## src/logic/ldp_pkg.sv

```systemverilog
package ldp_pkg;

  // ----------------------------------------------------------------
  // Timing
  // ----------------------------------------------------------------
  localparam longint CLK_HZ = 100_000_000;
  localparam int PULSE_NOM_MS = 200;
  localparam int PULSE_MIN_MS = 100;
  localparam int STROBE_HI_US = 1000;
  localparam int STROBE_LO_US = 1000;
  localparam int PULSE_MIN_CYC = int'((PULSE_MIN_MS * CLK_HZ + 999) / 1000);
  localparam int STROBE_HI_CYC = int'((STROBE_HI_US * CLK_HZ + 999_999) / 1_000_000);
  localparam int STROBE_LO_CYC = int'((STROBE_LO_US * CLK_HZ + 999_999) / 1_000_000);
  localparam int CNT_W = 24;

  // ----------------------------------------------------------------
  // Register offsets
  // ----------------------------------------------------------------
  localparam logic [7:0] REG_EVENT = 8'h00;
  localparam logic [7:0] REG_MASK = 8'h04;
  localparam logic [7:0] REG_READING = 8'h08;
  localparam logic [7:0] REG_SETPOINT = 8'h0c;
  localparam logic [7:0] REG_DEVCTL = 8'h10;
  localparam logic [7:0] REG_DEVSTAT = 8'h14;
  localparam logic [7:0] REG_SERCMD = 8'h18;

  // ----------------------------------------------------------------
  // Input indices, also event bit positions for the pulse inputs
  // ----------------------------------------------------------------
  localparam int IN_START = 0;
  localparam int IN_STOP = 1;
  localparam int IN_ZERO = 2;
  localparam int IN_TUNE = 3;
  localparam int IN_DOWN = 4;
  localparam int IN_UP = 5;
  localparam int IN_GATE = 6;
  localparam int IN_SCALE = 7;
  localparam int NUM_PULSE = 6;
  localparam int NUM_IN = 8;
  localparam int EV_SER_OK = 6;
  localparam int EV_SER_NAK = 7;
  localparam int EV_W = 8;

  // ----------------------------------------------------------------
  // Field positions and reset values
  // ----------------------------------------------------------------
  localparam int DC_FIL = 0;
  localparam int DC_NRDY = 1;
  localparam int DC_ZDONE = 2;
  localparam int DC_CDONE = 3;
  localparam int DC_CPASS = 4;
  localparam int DS_GATE = 0;
  localparam int DS_SCALE = 1;
  localparam int DS_ZEROING = 2;
  localparam int DS_CAL = 3;
  localparam int DS_CALOK = 4;
  localparam int DS_REJECT = 5;
  localparam int DS_STROBE = 6;
  localparam int RD_OVER = 16;
  localparam logic [6:0] EXP_MAX = 7'd99;
  localparam logic [6:0] EXP_RST = 7'd0;
  localparam logic [7:0] MASK_RST = 8'h00;
  localparam logic [15:0] SETPOINT_RST = 16'h6399;

  // Serial command codes
  localparam logic [1:0] SER_CAL = 2'h0;
  localparam logic [1:0] SER_FPEAK = 2'h1;
  localparam logic [1:0] SER_TUNE = 2'h2;
  localparam logic [1:0] SER_ZERO = 2'h3;

  // Two BCD digits, weights 1, 2, 4, 8 on lines A to D
  typedef struct packed {
    logic [3:0] hi;
    logic [3:0] lo;
  } ldp_bcd2_s;

  // Binary 0..99 to two BCD digits
  function automatic ldp_bcd2_s ldp_to_bcd(input logic [6:0] v);
    ldp_bcd2_s r;
    r.hi = 4'(v / 7'd10);
    r.lo = 4'(v % 7'd10);
    return r;
  endfunction

endpackage

```

## src/logic/ldp_plc_port.sv

```systemverilog
// The placing of the registers and the plain strobed port are this design's own decisions.
`timescale 1ns/1ns

module ldp_plc_port #(
  parameter int unsigned QUAL_CYC = ldp_pkg::PULSE_MIN_CYC,
  parameter int unsigned STROBE_HI = ldp_pkg::STROBE_HI_CYC,
  parameter int unsigned STROBE_LO = ldp_pkg::STROBE_LO_CYC
) (
  // Clock and reset
  input wire logic REF_CLK,
  input wire logic RST,
  // Discrete control connector
  input wire logic START,
  input wire logic STOP,
  input wire logic GATE,
  input wire logic ZERO,
  input wire logic TUNE_REQ,
  input wire logic SCALE_DN,
  input wire logic SCALE_UP,
  input wire logic SELF_SCALE,
  // Register port
  input wire logic [7:0] ADDR,
  input wire logic [31:0] WDATA,
  input wire logic WR,
  input wire logic RD,
  output logic [31:0] RDATA,
  // Status outputs
  output logic REJECT,
  output logic FIL_FAULT,
  output logic NOT_READY,
  output logic READY,
  output logic CAL_OK,
  output logic ZEROING,
  output logic CALIBRATING,
  // Digit output connector
  output logic UPDATE_STROBE,
  output ldp_pkg::ldp_bcd2_s MANT,
  output ldp_pkg::ldp_bcd2_s EXPN,
  // Sequencer requests and interrupt
  output logic SEQ_START,
  output logic SEQ_VENT,
  output logic IRQ
);
  import ldp_pkg::*;

  typedef enum logic [1:0] {ST_HOLD, ST_WAIT, ST_HIGH} ldp_strobe_e;

  // ----------------------------------------------------------------
  // Pin conditioning
  // ----------------------------------------------------------------
  logic [NUM_IN-1:0] pins;
  logic [NUM_IN-1:0] s1_q, s2_q, s3_q, filt_q;
  logic [NUM_PULSE-1:0] cmd_q;
  logic [CNT_W-1:0] qcnt_q [NUM_PULSE];
  logic gate_f, auto_f;

  assign pins = {SELF_SCALE, GATE, SCALE_UP, SCALE_DN, TUNE_REQ, ZERO, STOP, START};
  assign gate_f = filt_q[IN_GATE];
  assign auto_f = filt_q[IN_SCALE] & gate_f;

  genvar gi;
  generate
    // Three-stage sync; level changes once stages two and three agree
    for (gi = 0; gi < NUM_IN; gi++) begin : g_sync
      always_ff @(posedge REF_CLK or posedge RST) begin
        if (RST) begin
          s1_q[gi] <= 1'b0;
          s2_q[gi] <= 1'b0;
          s3_q[gi] <= 1'b0;
          filt_q[gi] <= 1'b0;
        end else begin
          s1_q[gi] <= pins[gi];
          s2_q[gi] <= s1_q[gi];
          s3_q[gi] <= s2_q[gi];
          if (s2_q[gi] == s3_q[gi]) begin
            filt_q[gi] <= s3_q[gi];
          end
        end
      end
    end
    // Pulse qualifier: fires once when held high long enough, gated
    for (gi = 0; gi < NUM_PULSE; gi++) begin : g_qual
      always_ff @(posedge REF_CLK or posedge RST) begin
        if (RST) begin
          qcnt_q[gi] <= '0;
          cmd_q[gi] <= 1'b0;
        end else begin
          cmd_q[gi] <= filt_q[gi] && gate_f
                       && (qcnt_q[gi] == CNT_W'(QUAL_CYC - 1));
          if (!filt_q[gi]) begin
            qcnt_q[gi] <= '0;
          end else if (qcnt_q[gi] != CNT_W'(QUAL_CYC)) begin
            qcnt_q[gi] <= qcnt_q[gi] + 1'b1;
          end
        end
      end
    end
  endgenerate

  // ----------------------------------------------------------------
  // Register decode
  // ----------------------------------------------------------------
  logic wr_ev, wr_mask, wr_rd, wr_sp, wr_dc, wr_ser;
  logic ser_ok, ser_nak, zero_start, cal_start;
  logic [1:0] ser_code_q;

  assign wr_ev = WR && (ADDR == REG_EVENT);
  assign wr_mask = WR && (ADDR == REG_MASK);
  assign wr_rd = WR && (ADDR == REG_READING);
  assign wr_sp = WR && (ADDR == REG_SETPOINT);
  assign wr_dc = WR && (ADDR == REG_DEVCTL);
  assign wr_ser = WR && (ADDR == REG_SERCMD);
  // Serial actions are locked out while the controller owns the port
  assign ser_nak = wr_ser && gate_f;
  assign ser_ok = wr_ser && !gate_f;
  assign zero_start = cmd_q[IN_ZERO] || (ser_ok && WDATA[1:0] == SER_ZERO);
  assign cal_start = cmd_q[IN_TUNE] || (ser_ok && WDATA[1:0] != SER_ZERO);

  // Last serial command code, kept for readback
  always_ff @(posedge REF_CLK or posedge RST) begin
    if (RST) begin
      ser_code_q <= SER_CAL;
    end else if (wr_ser) begin
      ser_code_q <= WDATA[1:0];
    end
  end

  // ----------------------------------------------------------------
  // Events, mask and interrupt
  // ----------------------------------------------------------------
  logic [EV_W-1:0] ev_q, mask_q, ev_set, ev_clr;

  assign ev_set = {ser_nak, ser_ok, cmd_q};
  assign ev_clr = wr_ev ? WDATA[EV_W-1:0] : '0;

  // Set beats clear so a same-cycle event is never lost
  always_ff @(posedge REF_CLK or posedge RST) begin
    if (RST) begin
      ev_q <= '0;
      mask_q <= MASK_RST;
      IRQ <= 1'b0;
    end else begin
      ev_q <= (ev_q & ~ev_clr) | ev_set;
      if (wr_mask) begin
        mask_q <= WDATA[EV_W-1:0];
      end
      IRQ <= |(ev_q & mask_q);
    end
  end

  // Sequencer request pulses
  always_ff @(posedge REF_CLK or posedge RST) begin
    if (RST) begin
      SEQ_START <= 1'b0;
      SEQ_VENT <= 1'b0;
    end else begin
      SEQ_START <= cmd_q[IN_START];
      SEQ_VENT <= cmd_q[IN_STOP];
    end
  end

  // ----------------------------------------------------------------
  // Instrument status
  // ----------------------------------------------------------------
  // Not ready from reset until firmware declares the system running
  always_ff @(posedge REF_CLK or posedge RST) begin
    if (RST) begin
      FIL_FAULT <= 1'b0;
      NOT_READY <= 1'b1;
      READY <= 1'b0;
    end else if (wr_dc) begin
      FIL_FAULT <= WDATA[DC_FIL];
      NOT_READY <= WDATA[DC_NRDY];
      READY <= !WDATA[DC_NRDY];
    end
  end

  // Busy flags; a new start wins over a done in the same cycle
  always_ff @(posedge REF_CLK or posedge RST) begin
    if (RST) begin
      ZEROING <= 1'b0;
      CALIBRATING <= 1'b0;
      CAL_OK <= 1'b0;
    end else begin
      ZEROING <= zero_start || (ZEROING && !(wr_dc && WDATA[DC_ZDONE]));
      CALIBRATING <= cal_start || (CALIBRATING && !(wr_dc && WDATA[DC_CDONE]));
      if (cal_start) begin
        CAL_OK <= 1'b0;
      end else if (wr_dc && WDATA[DC_CDONE] && CALIBRATING) begin
        CAL_OK <= WDATA[DC_CPASS];
      end
    end
  end

  // ----------------------------------------------------------------
  // Reading, range exponent and reject compare
  // ----------------------------------------------------------------
  ldp_bcd2_s mant_q;
  logic [6:0] exp_q;
  logic [15:0] sp_q;
  logic pend_q, latch;

  // Auto ranging only rescales on a fresh reading, so no hunting
  always_ff @(posedge REF_CLK or posedge RST) begin
    if (RST) begin
      mant_q <= '0;
      exp_q <= EXP_RST;
    end else if (auto_f) begin
      if (wr_rd) begin
        if (WDATA[RD_OVER] && exp_q != EXP_MAX) begin
          exp_q <= exp_q + 7'd1;
          mant_q <= WDATA[7:0];
        end else if (WDATA[7:4] == 4'h0 && WDATA[3:0] != 4'h0 && exp_q != 7'd0) begin
          exp_q <= exp_q - 7'd1;
          mant_q <= {WDATA[3:0], 4'h0};
        end else begin
          mant_q <= WDATA[7:0];
        end
      end
    end else begin
      if (wr_rd) begin
        mant_q <= WDATA[7:0];
      end
      if (cmd_q[IN_DOWN] && exp_q != 7'd0) begin
        exp_q <= exp_q - 7'd1;
      end else if (cmd_q[IN_UP] && exp_q != EXP_MAX) begin
        exp_q <= exp_q + 7'd1;
      end
    end
  end

  // Set point and over-limit flag
  always_ff @(posedge REF_CLK or posedge RST) begin
    if (RST) begin
      sp_q <= SETPOINT_RST;
      REJECT <= 1'b0;
    end else begin
      if (wr_sp) begin
        sp_q <= {1'b0, WDATA[14:0]};
      end
      REJECT <= (exp_q > sp_q[14:8])
                || (exp_q == sp_q[14:8] && mant_q > sp_q[7:0]);
    end
  end

  // New value waiting for the next strobe frame; set beats clear
  always_ff @(posedge REF_CLK or posedge RST) begin
    if (RST) begin
      pend_q <= 1'b1;
    end else begin
      pend_q <= (pend_q && !latch) || wr_rd || cmd_q[IN_DOWN] || cmd_q[IN_UP];
    end
  end

  // ----------------------------------------------------------------
  // Update strobe and digit outputs
  // ----------------------------------------------------------------
  ldp_strobe_e st_q;
  logic [CNT_W-1:0] scnt_q;

  assign latch = (st_q == ST_HIGH) && (scnt_q == CNT_W'(STROBE_HI - 1));

  // Digits move only on the falling edge, then hold for a low period
  always_ff @(posedge REF_CLK or posedge RST) begin
    if (RST) begin
      st_q <= ST_HOLD;
      scnt_q <= '0;
      UPDATE_STROBE <= 1'b0;
      MANT <= '0;
      EXPN <= '0;
    end else begin
      case (st_q)
        ST_HOLD: begin
          scnt_q <= scnt_q + 1'b1;
          if (scnt_q == CNT_W'(STROBE_LO - 1)) begin
            st_q <= ST_WAIT;
            scnt_q <= '0;
          end
        end
        ST_WAIT: begin
          if (pend_q) begin
            st_q <= ST_HIGH;
            UPDATE_STROBE <= 1'b1;
          end
        end
        ST_HIGH: begin
          scnt_q <= scnt_q + 1'b1;
          if (latch) begin
            st_q <= ST_HOLD;
            scnt_q <= '0;
            UPDATE_STROBE <= 1'b0;
            MANT <= mant_q;
            EXPN <= ldp_to_bcd(exp_q);
          end
        end
        default: begin
          st_q <= ST_HOLD;
          scnt_q <= '0;
        end
      endcase
    end
  end

  // ----------------------------------------------------------------
  // Register read, data one cycle after the strobe
  // ----------------------------------------------------------------
  always_ff @(posedge REF_CLK or posedge RST) begin
    if (RST) begin
      RDATA <= '0;
    end else if (RD) begin
      case (ADDR)
        REG_EVENT: RDATA <= {24'h0, ev_q};
        REG_MASK: RDATA <= {24'h0, mask_q};
        REG_READING: RDATA <= {17'h0, exp_q, mant_q};
        REG_SETPOINT: RDATA <= {16'h0, sp_q};
        REG_DEVCTL: RDATA <= {30'h0, NOT_READY, FIL_FAULT};
        REG_DEVSTAT: RDATA <= {25'h0, UPDATE_STROBE, REJECT, CAL_OK, CALIBRATING,
                               ZEROING, auto_f, gate_f};
        REG_SERCMD: RDATA <= {30'h0, ser_code_q};
        default: RDATA <= '0;
      endcase
    end else begin
      RDATA <= '0;
    end
  end
endmodule // ldp_plc_port

```

## config.mk

```make
export PLATFORM = sky130hd
export DESIGN_NAME = ldp_plc_port
export DESIGN_NICKNAME = d
export VERILOG_FILES = /design/src/logic/ldp_pkg.sv /design/src/logic/ldp_plc_port.sv
export SDC_FILE = /design/constraint.sdc
export NUM_CORES = 1
export LEC_CHECK = 0
export BUFFER_PORTS_ARGS = -buffer_cell sky130_fd_sc_hd__buf_2
export CORE_UTILIZATION = 55
export DETAILED_ROUTE_END_ITERATION = 12
export PLACE_DENSITY = 0.77
export SLEW_MARGIN = 20
export SYNTH_ARGS = -nofsm -noshare
export SYNTH_HDL_FRONTEND = slang
export SYNTH_SLANG_ARGS = --single-unit
```

## constraint.sdc

```tcl
create_clock -name REF_CLK -period 9.25 [get_ports REF_CLK]
set_clock_uncertainty 0.15 [all_clocks]
set_input_delay 0.925 -clock REF_CLK [delete_from_list [all_inputs] [get_ports REF_CLK]]
set_output_delay 0.925 -clock REF_CLK [all_outputs]
set_load 0.02 [all_outputs]
```

==> flow_metrics.tcl <==
set metrics [dict create \
    status "complete, no violations" \
    yosysTopAreaCellShare_pct 48.1 \
    whs_path_depth 0 \
    fillers 2184 \
    power.density_nw_per_um2 175 \
    root_buffer "clkbuf_16" \
    worst_pin_slew_ns 0.968 \
    final_max_slew_viol_count 0 \
    crit_arrival_ns 3.20 \
    r2r_slack_ns 6.39 \
    cts_buffer_depth 3 \
    insertion_delay_ns 0.57 \
    rsz0062_at_grt "false" \
    fin_total_pwr_mw 2.95 \
    holdWs_ns 0.196 \
    period_needed_ns 2.92 \
    cts_sinks 299 \
    cts_setup_buffers 0 \
    cp.required_ns 9.54 \
    maxCapViolCount 0 \
    synth_ff_type "dfrtp_1" \
    synth.most_common_cell "dfrtp_1" \
    post-route-drc-count 0 \
    synth_largest_area_cell "dfrtp_1" \
    dieHeight_um 167 \
    drive_above_1_share_pct 12.6 \
    ys_seq_area_share_pct 49.8 \
    fmax_mhz 343 \
    r2r-end "EXPN[2]$_DFFE_PP0P_" \
    drtIter0Drc 741 \
    cts_hold_buf 0 \
    io_pins 111 \
    yosys_warnings 0 \
    dp_hpwl_um 21200 \
    power.leakage_nw 7.78 \
    antenna_found_initial 6 \
    cts_resized 0 \
    path_max_fanout 15 \
    clk_pin_slew_ns 0.06 \
    layout.nets 1619 \
    period_share_pct 31.5 \
    grt_max_degree 158 \
    setup_viol_count_final 0 \
    first_pass_iters 5 \
    tritoncts "built" \
    regArea_um2 7490 \
    tns_ns 0 \
    synthCells 1466 \
    synth.avg_cell_area_um2 10.3 \
    wl_per_cell_um 16.4 \
    relSlewSlack_pct 35.0 \
    io_buffers 77 \
    grt_pass1_vias 10665 \
    min_to "s2_q[2]$_DFF_PP0_" \
    path_class "input port to flop" \
    dieArea_um2 28000 \
    rr_startpoint "exp_q[6]$_DFFE_PP0P_" \
    synth_area_leaders "dfrtp_1 48%, xnor2_1 5.2%, and2_1 4.7%" \
    grt_pass1_wl_um 52200 \
    drtAntennaViolNets 0 \
    drt-total-wl_um 31100 \
    synth_commonest_cells "289 x dfrtp_1, 151 x nand2_1, 114 x and2_1" \
    num_rows 60 \
    hp-class "flop to flop" \
    finalHoldViolations 0 \
    worstHoldStart "s1_q[2]$_DFF_PP0_" \
    via_count 10823 \
    multiInputGateArea_um2 7110 \
    dp.cells 1842 \
    htreeDepth 1 \
    cp-start-kind "input port" \
    grt_overflow 0 \
    grt_util_all_layers_pct 22.5 \
    fin_util_pct 62.6 \
    place.gp.congestion 0.859 \
    area.growth.synth_to_final_pct 11.8 \
    layoutNonFillerInstCount 1902 \
    numCtsBuffers 31 \
    ys_ff_latch 299 \
    ys_types 74 \
    die_w_um 167 \
    vdd_drop_max_mv 0.142 \
    via_per_inst 5.69 \
    worstSetupEndpointType "flop" \
    start_util_pct 56.0 \
    syn_area_um2 15000 \
    synth_edf_count 0 \
    ys_async_sr_fraction_pct 100 \
    r2r_cells 8 \
    core-area_um2 26900 \
]
## kinds of logic after synthesis
logic type,count (synthesis),share of synthesized area [%]
buf+inv,109,3.35
fa+ha+maj,41,3.28
flops,299,49.8
compound gates,180,7.71
xor+xnor,134,7.80
other cells,1,0.0249
simple gates,652,24.2
mux,50,3.80
## power by group
| group | total (mW) | switching, mW | internal [mW] |
|---|---|---|---|
| clock | 1.42 | 0.525 | 0.893 |
| combinational | 0.142 | 0.0866 | 0.0556 |
| sequential | 1.38 | 0.0450 | 1.34 |
| total | 2.95 | 0.657 | 2.29 |
## worst max-delay path by stage
stage / start / endpoint / slack [ns] / depth (start not counted)
after floorplan: RST / CALIBRATING$_DFF_PP0_ / 4.21 / 1
after global placement: ADDR[1] / sp_q[6]$_DFFE_PP0P_ / 5.86 / 6
after detailed placement: ADDR[1] / sp_q[5]$_DFFE_PP0P_ / 5.82 / 6
after CTS: ADDR[1] / sp_q[2]$_DFFE_PP0P_ / 6.38 / 6
after global routing: ADDR[1] / sp_q[2]$_DFFE_PP0P_ / 6.28 / 6
final: ADDR[1] / sp_q[2]$_DFFE_PP0P_ / 6.33 / 6
## layout by cell type, fill, tap and decap left out, drive strengths merged, types with 4 or more instances in the layout
| master | instances |
|---|---|
| a21boi | 13 |
| a21o | 13 |
| a21oi | 18 |
| a222oi | 6 |
| a22oi | 17 |
| a31oi | 9 |
| and2 | 114 |
| and3 | 34 |
| and4 | 16 |
| buf | 81 |
| bufinv | 8 |
| clkbuf | 42 |
| clkinv | 5 |
| conb | 17 |
| dfrtp | 289 |
| dfstp | 10 |
| ha | 33 |
| inv | 47 |
| maj3 | 8 |
| mux2 | 31 |
| mux2i | 17 |
| nand2 | 152 |
| nand2b | 8 |
| nand3 | 86 |
| nand4 | 33 |
| nand4b | 4 |
| nor2 | 68 |
| nor2b | 31 |
| nor3 | 27 |
| nor3b | 10 |
| nor4 | 22 |
| nor4b | 17 |
| o21a | 7 |
| o21ai | 75 |
| o31ai | 6 |
| or3 | 17 |
| or4 | 4 |
| xnor2 | 90 |
| xor2 | 44 |
## metal layers
metal  share of wire [%]  vias up  GRT usage (%)  wire length [um]
met5                0.12        -              0                37
met4                 2.3        6           5.46               720
met3                 4.9       55           4.09              1520
met2                  47      222           37.5             14800
met1                  45     5327           30.5             14100
li1                    -     5213              -                 -
## metrics by stage
stage,cell area (um^2),setup WS [ns]
after global routing,16800,6.28
final,16800,6.33
after floorplan,15100,4.21
after global placement,15600,5.86
after detailed placement,15600,5.82
after CTS,16800,6.38
## registers in the layout, summed over array words and instances, names as in the netlist, 8 cells and up
register  cells
MANT          8
s1_q          8
EXPN          8
s2_q          8
RDATA        15
ev_q          8
qcnt_q      144
scnt_q       24
sp_q         15
mant_q        8
s3_q          8
mask_q        8
## cell type report
class                      count  area share [%]
tap                          341            2.54
multi-input combinational   1074            42.3
antenna                        2          0.0297
clock inverter                16            1.74
timing repair buffer          81            2.54
sequential                   299            44.5
clock buffer                  42            5.27
inverter                      47            1.07
## worst max-delay path, cell delays in order
cell and delay [ns]:
buf_2 0.10, or4_1 0.61, nor2_2 0.50, and2_1 0.45, nand2_4 0.23, mux2_1 0.37
(Power assumes the default switching activity.)
